$ cat config.mk
export PLATFORM = sky130hd
export DESIGN_NAME = acs_top
export DESIGN_NICKNAME = d
export VERILOG_FILES = /design/src/acs_sync.v /design/src/acs_top.v
export VERILOG_INCLUDE_DIRS = /design/src
export SDC_FILE = /design/constraint.sdc
export NUM_CORES = 1
export LEC_CHECK = 0
export BUFFER_PORTS_ARGS = -buffer_cell sky130_fd_sc_hd__clkbuf_2
export CAP_MARGIN = 10
export CORE_ASPECT_RATIO = 2
export CORE_MARGIN = 10
export CORE_UTILIZATION = 50
export CTS_BUF_LIST = sky130_fd_sc_hd__clkbuf_2
export DETAILED_ROUTE_END_ITERATION = 7
export PLACE_DENSITY = 0.88
export SYNTH_ARGS = -nofsm -noshare
export SYNTH_HDL_FRONTEND = slang
export SYNTH_SLANG_ARGS = --single-unit
$ cat constraint.sdc
create_clock -name CLK_I -period 2.05 [get_ports CLK_I]
set_input_delay 0.205 -clock CLK_I [delete_from_list [all_inputs] [get_ports CLK_I]]
set_output_delay 0.205 -clock CLK_I [all_outputs]
set_load 0.1 [all_outputs]
$ cat src/acs_defs.vh
/*
 * Constants for the calibration configuration and status block:
 * register indices, APB byte addresses, reset values and field positions.
 * Assumes it is included by its bare name from the block's design files.
 */
`ifndef ACS_DEFS_VH
`define ACS_DEFS_VH

// Register indices; the APB byte address is four times the index
`define ACS_IDX_CFG0 8'h62
`define ACS_IDX_CFG1 8'h65
`define ACS_IDX_AVG 8'h68
`define ACS_IDX_STATUS 8'h6a
`define ACS_IDX_PIN 8'h6b
`define ACS_IDX_SOFT 8'h6c
`define ACS_IDX_IRQ_STAT 8'h70
`define ACS_IDX_IRQ_MASK 8'h71

// APB address width and byte addresses
`define ACS_AW 12
`define ACS_ADDR_CFG0 {2'b00, `ACS_IDX_CFG0, 2'b00}
`define ACS_ADDR_CFG1 {2'b00, `ACS_IDX_CFG1, 2'b00}
`define ACS_ADDR_AVG {2'b00, `ACS_IDX_AVG, 2'b00}
`define ACS_ADDR_STATUS {2'b00, `ACS_IDX_STATUS, 2'b00}
`define ACS_ADDR_PIN {2'b00, `ACS_IDX_PIN, 2'b00}
`define ACS_ADDR_SOFT {2'b00, `ACS_IDX_SOFT, 2'b00}
`define ACS_ADDR_IRQ_STAT {2'b00, `ACS_IDX_IRQ_STAT, 2'b00}
`define ACS_ADDR_IRQ_MASK {2'b00, `ACS_IDX_IRQ_MASK, 2'b00}

// Reset values
`define ACS_RST_CFG0 8'h01
`define ACS_RST_CFG1 8'h01
`define ACS_RST_AVG 8'h61
`define ACS_RST_PIN 8'h00
`define ACS_RST_SOFT 8'h01
`define ACS_RST_IRQ 3'h0

// Field positions
`define ACS_BIT_BG_EN 1
`define ACS_BIT_OFFSET_REFERENCE_SELECT 2
`define ACS_OFFSET_AVERAGE_DEPTH_HI 6
`define ACS_OFFSET_AVERAGE_DEPTH_LO 4
`define ACS_LIN_AVG_HI 2
`define ACS_LIN_AVG_LO 0
`define ACS_SEL_HI 2
`define ACS_SEL_LO 1
`define ACS_BIT_TRIG_SEL 0
`define ACS_BIT_SOFT_TRIG 0
`define ACS_BIT_FOREGROUND_COMPLETE_FLAG 0
`define ACS_BIT_HALTED 1
`define ACS_STATE_HI 4
`define ACS_STATE_LO 2

// Interrupt status bits
`define ACS_IRQ_FG 0
`define ACS_IRQ_HALT 1
`define ACS_IRQ_ALARM 2

// Status pin source codes
`define ACS_SEL_FG 2'h0
`define ACS_SEL_HALT 2'h1
`define ACS_SEL_ALARM 2'h2
`define ACS_SEL_LOW 2'h3

`endif

$ cat src/acs_sync.v
/*
 * Two flip-flop synchroniser for levels entering from outside the clock domain.
 * Assumes the input is a slow level, held for well over two clock periods.
 */
`timescale 1ns/10ps
`default_nettype none

module acs_sync #(
   parameter WIDTH = 1
) (
   input wire clk_i,
   input wire rst_n_i,
   input wire [WIDTH-1:0] async_i,
   output wire [WIDTH-1:0] sync_o
);

   reg [WIDTH-1:0] meta_q;
   reg [WIDTH-1:0] sync_q;

   // First stage is read only by the second stage
   always @(posedge clk_i or negedge rst_n_i)
   begin
      if (!rst_n_i)
      begin
         meta_q <= {WIDTH{1'b0}};
         sync_q <= {WIDTH{1'b0}};
      end
      else
      begin
         meta_q <= async_i;
         sync_q <= meta_q;
      end
   end

   assign sync_o = sync_q;

endmodule // acs_sync

`default_nettype wire

$ cat src/acs_top.v
/*
 * Calibration configuration and status block: APB register file holding the
 * offset reference choice, averaging depths, background enable, trigger
 * source and status pin source, plus the read-only status flags and a
 * sticky interrupt. Assumes the calibration engine runs on CLK_I and gives
 * one-cycle event pulses; the trigger pin is asynchronous.
 */
// The implementer's own choice: the APB slave port.
// Contract
// - Offset reference select at 0 makes the engine calibrate to mid-code.
// - Offset reference select at 1 makes the engine use the spare converter.
// - Offset averaging depth is bits 6:4, reset 0x6, larger means more.
// - Linearity averaging depth is bits 2:0, reset 0x1, larger means more.
// - Status register is read-only, calibration state code in bits 4:2.
// - Halted flag sets when background stops, clears when calibration resumes.
// - With background off, halted flag sets when foreground finishes or skips.
// - Foreground-complete flag is high once foreground finished or was skipped.
// - Pin setup register resets to zero: reserved, pin source, trigger source.
// - Status pin source: 0 complete, 1 halted, 2 alarm, 3 low.
// - Trigger source 0 uses software bit, 1 uses the trigger pin.
// - Background enable bit: 1 enables background calibration, reset 0.
`timescale 1ns/10ps
`default_nettype none
`include "acs_defs.vh"

module acs_top (
   input wire CLK_I,
   input wire RST_N_I,
   input wire PSEL_I,
   input wire PENABLE_I,
   input wire PWRITE_I,
   input wire [`ACS_AW-1:0] PADDR_I,
   input wire [31:0] PWDATA_I,
   input wire [3:0] PSTRB_I,
   output wire [31:0] PRDATA_O,
   output wire PREADY_O,
   output wire PSLVERR_O,
   input wire FG_START_I,
   input wire FOREGROUND_COMPLETE_FLAG_I,
   input wire BG_STOPPED_I,
   input wire BG_RESUMED_I,
   input wire [2:0] CAL_STATE_I,
   input wire ALARM_I,
   input wire TRIGGER_INPUT_PIN_I,
   output wire OFFSET_REFERENCE_SELECT_O,
   output wire [2:0] OFFSET_AVERAGE_DEPTH_O,
   output wire [2:0] LINEARITY_AVERAGE_DEPTH_O,
   output wire BACKGROUND_CAL_ENABLE_O,
   output wire CAL_TRIGGER_O,
   output wire STATUS_OUTPUT_PIN_O,
   output wire IRQ_O
);

   // Register storage
   reg [7:0] cfg0_q;
   reg [7:0] cfg1_q;
   reg [7:0] avg_q;
   reg [7:0] pin_q;
   reg [7:0] soft_q;
   reg [2:0] irq_stat_q;
   reg [2:0] irq_stat_d;
   reg [2:0] irq_mask_q;

   // Status flags
   reg foreground_complete_flag_q;
   reg foreground_complete_flag_d;
   reg halted_q;
   reg halted_d;
   reg [2:0] state_q;
   reg alarm_q;

   // APB answer
   reg pready_q;
   reg pslverr_q;
   reg [31:0] prdata_q;
   reg [7:0] rdata_d;
   reg hit_d;

   // Registered outputs
   reg status_pin_q;
   reg trigger_q;
   reg irq_q;

   wire trig_pin_sync;
   wire access;
   wire wr_en;
   wire wr_lane;
   wire bg_en;
   wire fg_set;
   wire halt_set;
   wire alarm_rise;
   wire [2:0] irq_evt;

   // Trigger pin comes from outside the clock domain
   acs_sync #(
      .WIDTH(1)
   ) u_trig_sync (
      .clk_i(CLK_I),
      .rst_n_i(RST_N_I),
      .async_i(TRIGGER_INPUT_PIN_I),
      .sync_o(trig_pin_sync)
   );

   // A write lands only at the completing edge of the access phase
   assign access = PSEL_I & PENABLE_I & pready_q;
   assign wr_lane = PSTRB_I[0];
   assign wr_en = access & PWRITE_I & wr_lane & hit_d;
   assign bg_en = cfg0_q[`ACS_BIT_BG_EN];

   // Address decode and read mux; status register is read-only
   always @*
   begin
      rdata_d = 8'h00;
      hit_d = 1'b1;
      case (PADDR_I)
         `ACS_ADDR_CFG0: rdata_d = cfg0_q;
         `ACS_ADDR_CFG1: rdata_d = cfg1_q;
         `ACS_ADDR_AVG: rdata_d = avg_q;
         `ACS_ADDR_STATUS: rdata_d = {3'h0, state_q, halted_q, foreground_complete_flag_q};
         `ACS_ADDR_PIN: rdata_d = pin_q;
         `ACS_ADDR_SOFT: rdata_d = soft_q;
         `ACS_ADDR_IRQ_STAT: rdata_d = {5'h00, irq_stat_q};
         `ACS_ADDR_IRQ_MASK: rdata_d = {5'h00, irq_mask_q};
         default: hit_d = 1'b0;
      endcase
   end

   // PREADY follows one cycle into the access phase, so every transfer has one wait
   always @(posedge CLK_I or negedge RST_N_I)
   begin
      if (!RST_N_I)
      begin
         pready_q <= 1'b0;
         pslverr_q <= 1'b0;
         prdata_q <= 32'h0000_0000;
      end
      else
      begin
         pready_q <= PSEL_I & PENABLE_I & ~pready_q;
         if (PSEL_I & PENABLE_I & ~pready_q)
         begin
            pslverr_q <= ~hit_d;
            prdata_q <= PWRITE_I ? 32'h0000_0000 : {24'h00_0000, rdata_d};
         end
         else
         begin
            pslverr_q <= 1'b0;
            prdata_q <= 32'h0000_0000;
         end
      end
   end

   // Block configuration; reserved bits keep what was written, so software restores defaults
   always @(posedge CLK_I or negedge RST_N_I)
   begin
      if (!RST_N_I)
      begin
         cfg0_q <= `ACS_RST_CFG0;
      end
      else if (wr_en && (PADDR_I == `ACS_ADDR_CFG0))
      begin
         cfg0_q <= PWDATA_I[7:0];
      end
   end

   // Offset reference choice; the engine sees a new value one cycle after the write
   always @(posedge CLK_I or negedge RST_N_I)
   begin
      if (!RST_N_I)
      begin
         cfg1_q <= `ACS_RST_CFG1;
      end
      else if (wr_en && (PADDR_I == `ACS_ADDR_CFG1))
      begin
         cfg1_q <= PWDATA_I[7:0];
      end
   end

   // Averaging depths for the offset and linearity routines
   always @(posedge CLK_I or negedge RST_N_I)
   begin
      if (!RST_N_I)
      begin
         avg_q <= `ACS_RST_AVG;
      end
      else if (wr_en && (PADDR_I == `ACS_ADDR_AVG))
      begin
         avg_q <= PWDATA_I[7:0];
      end
   end

   // Pin setup: status pin source and trigger source
   always @(posedge CLK_I or negedge RST_N_I)
   begin
      if (!RST_N_I)
      begin
         pin_q <= `ACS_RST_PIN;
      end
      else if (wr_en && (PADDR_I == `ACS_ADDR_PIN))
      begin
         pin_q <= PWDATA_I[7:0];
      end
   end

   // Software trigger; resets high so an unused trigger reads as asserted
   always @(posedge CLK_I or negedge RST_N_I)
   begin
      if (!RST_N_I)
      begin
         soft_q <= `ACS_RST_SOFT;
      end
      else if (wr_en && (PADDR_I == `ACS_ADDR_SOFT))
      begin
         soft_q <= PWDATA_I[7:0];
      end
   end

   // Interrupt mask; only the three event bits are stored
   always @(posedge CLK_I or negedge RST_N_I)
   begin
      if (!RST_N_I)
      begin
         irq_mask_q <= `ACS_RST_IRQ;
      end
      else if (wr_en && (PADDR_I == `ACS_ADDR_IRQ_MASK))
      begin
         irq_mask_q <= PWDATA_I[2:0];
      end
   end

   // Foreground flag: a completion in the same cycle as a new start still shows
   assign fg_set = FOREGROUND_COMPLETE_FLAG_I;
   always @*
   begin
      foreground_complete_flag_d = foreground_complete_flag_q;
      if (fg_set)
      begin
         foreground_complete_flag_d = 1'b1;
      end
      else if (FG_START_I)
      begin
         foreground_complete_flag_d = 1'b0;
      end
   end

   // Halted flag; with background off it also sets on foreground completion
   assign halt_set = BG_STOPPED_I | (~bg_en & FOREGROUND_COMPLETE_FLAG_I);
   always @*
   begin
      halted_d = halted_q;
      if (halt_set)
      begin
         halted_d = 1'b1;
      end
      else if (BG_RESUMED_I)
      begin
         halted_d = 1'b0;
      end
   end

   // Status capture; state code tracks the engine every cycle
   always @(posedge CLK_I or negedge RST_N_I)
   begin
      if (!RST_N_I)
      begin
         foreground_complete_flag_q <= 1'b0;
         halted_q <= 1'b0;
         state_q <= 3'h0;
         alarm_q <= 1'b0;
      end
      else
      begin
         foreground_complete_flag_q <= foreground_complete_flag_d;
         halted_q <= halted_d;
         state_q <= CAL_STATE_I;
         alarm_q <= ALARM_I;
      end
   end

   // Interrupt events are the flags' rising moments and the alarm's rising edge
   assign alarm_rise = ALARM_I & ~alarm_q;
   assign irq_evt = {alarm_rise, halt_set & ~halted_q, fg_set & ~foreground_complete_flag_q};

   // Sticky status, write one to clear; a new event beats the clear
   always @*
   begin
      irq_stat_d = irq_stat_q;
      if (wr_en && (PADDR_I == `ACS_ADDR_IRQ_STAT))
      begin
         irq_stat_d = irq_stat_q & ~PWDATA_I[2:0];
      end
      irq_stat_d = irq_stat_d | irq_evt;
   end

   always @(posedge CLK_I or negedge RST_N_I)
   begin
      if (!RST_N_I)
      begin
         irq_stat_q <= `ACS_RST_IRQ;
         irq_q <= 1'b0;
      end
      else
      begin
         irq_stat_q <= irq_stat_d;
         irq_q <= |(irq_stat_q & irq_mask_q);
      end
   end

   // Status pin and trigger selection, registered so the pins never glitch
   always @(posedge CLK_I or negedge RST_N_I)
   begin
      if (!RST_N_I)
      begin
         status_pin_q <= 1'b0;
         trigger_q <= 1'b0;
      end
      else
      begin
         case (pin_q[`ACS_SEL_HI:`ACS_SEL_LO])
            `ACS_SEL_FG: status_pin_q <= foreground_complete_flag_q;
            `ACS_SEL_HALT: status_pin_q <= halted_q;
            `ACS_SEL_ALARM: status_pin_q <= alarm_q;
            `ACS_SEL_LOW: status_pin_q <= 1'b0;
            default: status_pin_q <= 1'b0;
         endcase
         if (pin_q[`ACS_BIT_TRIG_SEL])
         begin
            trigger_q <= trig_pin_sync;
         end
         else
         begin
            trigger_q <= soft_q[`ACS_BIT_SOFT_TRIG];
         end
      end
   end

   // Configuration fields straight from their registers to the engine
   assign OFFSET_REFERENCE_SELECT_O = cfg1_q[`ACS_BIT_OFFSET_REFERENCE_SELECT];
   assign OFFSET_AVERAGE_DEPTH_O = avg_q[`ACS_OFFSET_AVERAGE_DEPTH_HI:`ACS_OFFSET_AVERAGE_DEPTH_LO];
   assign LINEARITY_AVERAGE_DEPTH_O = avg_q[`ACS_LIN_AVG_HI:`ACS_LIN_AVG_LO];
   assign BACKGROUND_CAL_ENABLE_O = bg_en;
   assign CAL_TRIGGER_O = trigger_q;
   assign STATUS_OUTPUT_PIN_O = status_pin_q;
   assign IRQ_O = irq_q;
   assign PRDATA_O = prdata_q;
   assign PREADY_O = pready_q;
   assign PSLVERR_O = pslverr_q;

endmodule // acs_top

`default_nettype wire

# After elaboration in Yosys (flattened, before gate mapping)
# Cells that the tools add are included.
[op_classes]
n_reduce_logical = 12
n_bitwise = 21
n_eq_ne = 11
n_mux = 12
[ops]
columns = ["op", "n"]
rows = [
  ["$eq 12x9->1 const B", 8],
  ["$pmux 8 s8", 1],
  ["$mux 8", 2],
  ["$and 1x1->1", 10],
  ["$reduce_or 8->1", 1],
  ["$logic_and 1x1->1", 7],
  ["$mux 1", 7],
  ["$and 3x3->3", 2],
  ["$not 1->1", 6],
  ["$eq 2x2->1 const B", 2],
  ["$pmux 1 s4", 1],
  ["$reduce_bool 2->1", 2],
  ["$mux 3", 1],
  ["$not 3->3", 1],
  ["$or 3x3->3", 1],
  ["$reduce_or 3->1", 1],
  ["$eq 2x1->1 const B", 1],
  ["$logic_not 2->1", 1],
  ["$or 1x1->1", 1],
]
[totals]
input_bits = 62
output_inout_bits = 45
wordCells = 75
regBits = 91

# Depth between registers and ports, before layout
[depth]
depth_word = 8
depth_mapped = 6

# By module
# From an unflattened synthesis, not the netlist that was laid out.
[hier_totals]
cells_unflattened = 260
hier_area_um2 = 3239.4
[by_module_without_submodules]
columns = ["module", "seq_area_each_um2", "instances", "area_each_um2", "cells_each"]
rows = [
  ["acs_top", 1634.1, 1, 3189.3, 258],
  ["acs_sync", 50.0, 1, 50.0, 2],
]

# Worst setup path before layout
# OpenSTA, ideal clock, no wires.
[synth_path]
path_kind = "reg2reg"
startpoint = "register pready_q, in the netlist PREADY_O"
endpoint = "register pin_q[0]"
path_stages_with_launch = 6
slack_ps = -379
t_required_ps = 1925
setup_ps = 125
arrival_ps = 2304
period_less_slack_ps = 2429
path_cell_list = "dfrtp_1 nand4_1 nor4_4 and3_1 buf_6 mux2_2"
[synth_between]
elab_chain_cells = 5
[synth_rtl]
columns = ["element", "line_no", "rtl"]
rows = [
  ["start, declared", "acs_top.v:73", "reg pready_q;"],
  ["start signal, assigned", "acs_top.v:139", "pready_q <= PSEL_I & PENABLE_I & ~pready_q;"],
  ["$and 1x1->1", "acs_top.v:105", "assign access = PSEL_I & PENABLE_I & pready_q;"],
  ["$and 1x1->1 (3 in series)", "acs_top.v:107", "assign wr_en = access & PWRITE_I & wr_lane & hit_d;"],
  ["$logic_and 1x1->1", "acs_top.v:199", "else if (wr_en && (PADDR_I == `ACS_ADDR_PIN))"],
  ["end signal, assigned", "acs_top.v:197", "pin_q <= `ACS_RST_PIN;"],
  ["end signal, assigned", "acs_top.v:201", "pin_q <= PWDATA_I[7:0];"],
  ["end, declared", "acs_top.v:58", "reg [7:0] pin_q;"],
]
# Every way passes these cells.
# A chain may end at the register's enable or synchronous reset.

# Worst setup path after layout
# Same ends and word-level chain as after synthesis.

==> run metrics <==
Core Region=between 0.006 and 0.007 mm2; clk slew on worst S/H paths=0.19 ns; slew margin rel.=0.630; GRT Total Usage=0.153; top cell type's share of synthesized area=0.467; Hold Fails Final Rpt=0; Worst Path Max Fanout=8; Worst Hold Class=input pin to flop; Tcrit/Tclk final=0.921; vias in the first global route=2634; Die W=77.2 um; average vias per placed instance=between 5 and 6; GRT Residual Overflow=0; status=complete, no violations; Residual DRC=0; CP Capture Type=flop; Synth Flop Type=dfrtp_1; number of flops mapped to enable cells by yosys=0; final setup vio count=0; die area=0.0104 mm2; dpl cell area=0.00361 mm2; Sink Count=67; Layout Nets=409; cell with the most instances on the worst path=buf_4; post-synth cell types=49; internal power=about 1700 uW; measured slew at the worst slew-check pin=roughly 0.56 ns; Gates resized, CTS repair=0; gpl congestion=between 0.8 and 0.9; pre-CTS setup slack=0.0319 ns; Syn Inst Count=260; cell family with most CP delay=simple AND/OR/NAND/NOR gates; FFs w/ async S/R, synth=1.00; worst path required time=approximately 2.4 ns; RSZ-0062 raised after global routing=no; NetSw=793 uW; largest net degree at the start of global routing=68; area growth from synthesis to layout=20.1%; CP peak stage delay=0.45 ns; worst skew pair latency=approximately 0.5 ns; die extent in y=134 um; Synth Cell Area=0.00327 mm2; setup TNS=0 ns; Logic pwr share=0.165; clock root buffer=clkbuf_2; CP max-delay cell=dfrtp_4; fmax=530 MHz; clock period minus worst slack=1.89 ns; FF+latch count, synth=67; worst vdd ir=0.385 mV; Initial Util=0.514; WS Path Type=flop to flop; fin worst setup slack=around 0.16 ns; Diodes inserted=0; Final Cell Area=between 0.003 and 0.004 mm2; CTS H-tree depth=3; first-pass iteration count of the detailed router=4; Worst Clk Skew=about 0.025 ns; Cell Chain, Critical Path=nand4_1 -> nor4_4 -> buf_4 -> and3_1 -> buf_4 -> mux2_2; CTS tree=built; crit start category=flop; cts bufs inserted=9; CP Buf/Inv Count=2; routed wire length=7.80 mm; Clk network pwr share=0.296; via count=between 2000 and 2500; detailed router's first-iteration violation count=294; max-slew violation count=0; cell taking the most area after synthesis=dfrtp_1; Post-Syn Area per Cell=approximately 13 um2; first-pass GRT wire length=~13 mm; Leak=0.00190 uW; Fillers=between 500 and 600; critical path arrival=2.27 ns; # rows=roughly 40; switching fraction of total power=0.318; main area contributors after synthesis=dfrtp_1 (47%), mux2_2 (15%), buf_4 (7.6%), dfstp_2 (4.8%), a222oi_1 (1.8%); CTS max path bufs=2; pwr dens=between 600 and 700 mW/mm2; HPWL after DPL=5.80 mm; I/O pins=~110; Final ANT Viol Nets=0; Seq/Total Area, Yosys=0.515; initial antenna violation count=0; Flop pwr share=0.539; share of layout cells above drive strength 1=0.423; Synth Warn #=0; post-DR wirelength/cell=roughly 18 um; number of max-cap violations=0; PortBufs=55
-- flip-flops by register name (all words and copies together) (netlist names), 3 cells and up --
| register | cells |
|---|---|
| irq_stat_q | 3 |
| PRDATA_O | 8 |
| pin_q | 8 |
| state_q | 3 |
| cfg0_q | 8 |
| avg_q | 8 |
| cfg1_q | 8 |
| soft_q | 8 |
| irq_mask_q | 3 |
-- layout by cell type, fill, tap and decap left out, drive strengths merged, types with 7 or more instances in the layout --
cell type	instances
mux2	43
dfrtp	61
buf	19
dlygate4sd3	20
conb	24
clkbuf	65
inv	7
nand2	9
-- area by class of cell --
cell class                 instances  area (um2)  area share
clock buffer                      10        50.0      0.0127
clock inverter                     6        56.3      0.0143
inverter                           7        26.3     0.00669
multi-input combinational        168        1360       0.345
sequential                        67        1690       0.430
tap                               86         108      0.0274
timing repair buffer              94         643       0.164
-- logic make-up after synthesis --
family                 count (synthesis)  synth area share
multiplexers                          49             0.167
buffers and inverters                 48            0.0965
AND/OR/NAND/NOR                       52             0.117
other                                  1           0.00115
flip-flops                            67             0.515
AO/OA/AOI/OAI                         43             0.103
-- Yosys cell counts (4+ instances only) --
| cell type | count |
|---|---|
| nor2_1 | 4 |
| and2_1 | 4 |
| nor3_1 | 4 |
| nand2_1 | 9 |
| a22oi_1 | 4 |
| clkbuf_1 | 4 |
| mux2_2 | 43 |
| a211oi_1 | 6 |
| o21ai_0 | 5 |
| inv_1 | 7 |
| buf_4 | 33 |
| mux2i_1 | 6 |
| a222oi_1 | 6 |
| a22o_1 | 6 |
| dfstp_2 | 6 |
| nand3b_1 | 4 |
| dfrtp_1 | 61 |
| nand3_1 | 5 |
-- power by group through the flow --
stage          Combinational, uW  Sequential [uW]  Clock (uW)
6_report                     410             1340         738
5_1_grt                      434             1340         808
4_1_cts                      408             1340         748
3_5_place_dp                 377             1370           0
3_3_place_gp                 371             1360           0
2_1_floorplan                282             1390           0
-- metrics by stage --
step | hold WS (ns) | util | total power [uW] | cells
2_1_floorplan | -0.0906 | - | 1670 | 283
3_3_place_gp | 0.238 | 0.568 | 1740 | 401
3_5_place_dp | 0.256 | 0.568 | 1740 | 401
4_1_cts | 0.0210 | 0.616 | 2500 | 437
5_1_grt | 0.0357 | 0.617 | 2590 | 438
6_report | 0.0423 | 0.617 | 2490 | 438
-- worst reg2reg max path, stage by stage, from the launching register on --
cell and delay, ns:
dfrtp_4 0.45, nand4_1 0.15, nor4_4 0.28, buf_4 0.20, and3_1 0.18, buf_4 0.17, mux2_2 0.34
-- metal layers --
| metal | GRT usage | routed length, um | share of wire | up-vias |
|---|---|---|---|---|
| li1 | - | - | - | 1079 |
| met1 | 0.162 | 2970 | 0.38 | 1226 |
| met2 | 0.260 | 4000 | 0.51 | 110 |
| met3 | 0.0542 | 642 | 0.082 | 20 |
| met4 | 0.0765 | 193 | 0.025 | 0 |
| met5 | 0 | 0 | 0 | - |
-- what timing repair did --
| item | CTS | global route |
|---|---|---|
| setup endpoints to repair | 0 | 2 |
| buffers inserted | 0 | 1 |
| endpoints found under the hold margin | 104 | 0 |
| hold buffers | 20 | 0 |
-- path summary, 6_finish.rpt --
kind / start / slack (ns) / depth (start not counted) / endpoint
worst max register to register: PREADY_O$_DFF_PN0_ / 0.16 / 6 / pin_q[0]$_DFFE_PN0P_
max in group asynchronous: RST_N_I / 1.48 / 3 / avg_q[6]$_DFFE_PN1P_
min in group asynchronous: RST_N_I / 0.23 / 3 / alarm_q$_DFF_PN0_
worst max-delay path: PREADY_O$_DFF_PN0_ / 0.16 / 6 / pin_q[0]$_DFFE_PN0P_
worst min register to register: u_trig_sync.meta_q$_DFF_PN0_ / 0.37 / 0 / u_trig_sync.sync_o$_DFF_PN0_
worst min-delay path: PWDATA_I[1] / 0.04 / 3 / cfg0_q[1]$_DFFE_PN0P_
No activity file was read; power rests on OpenSTA's default activity.
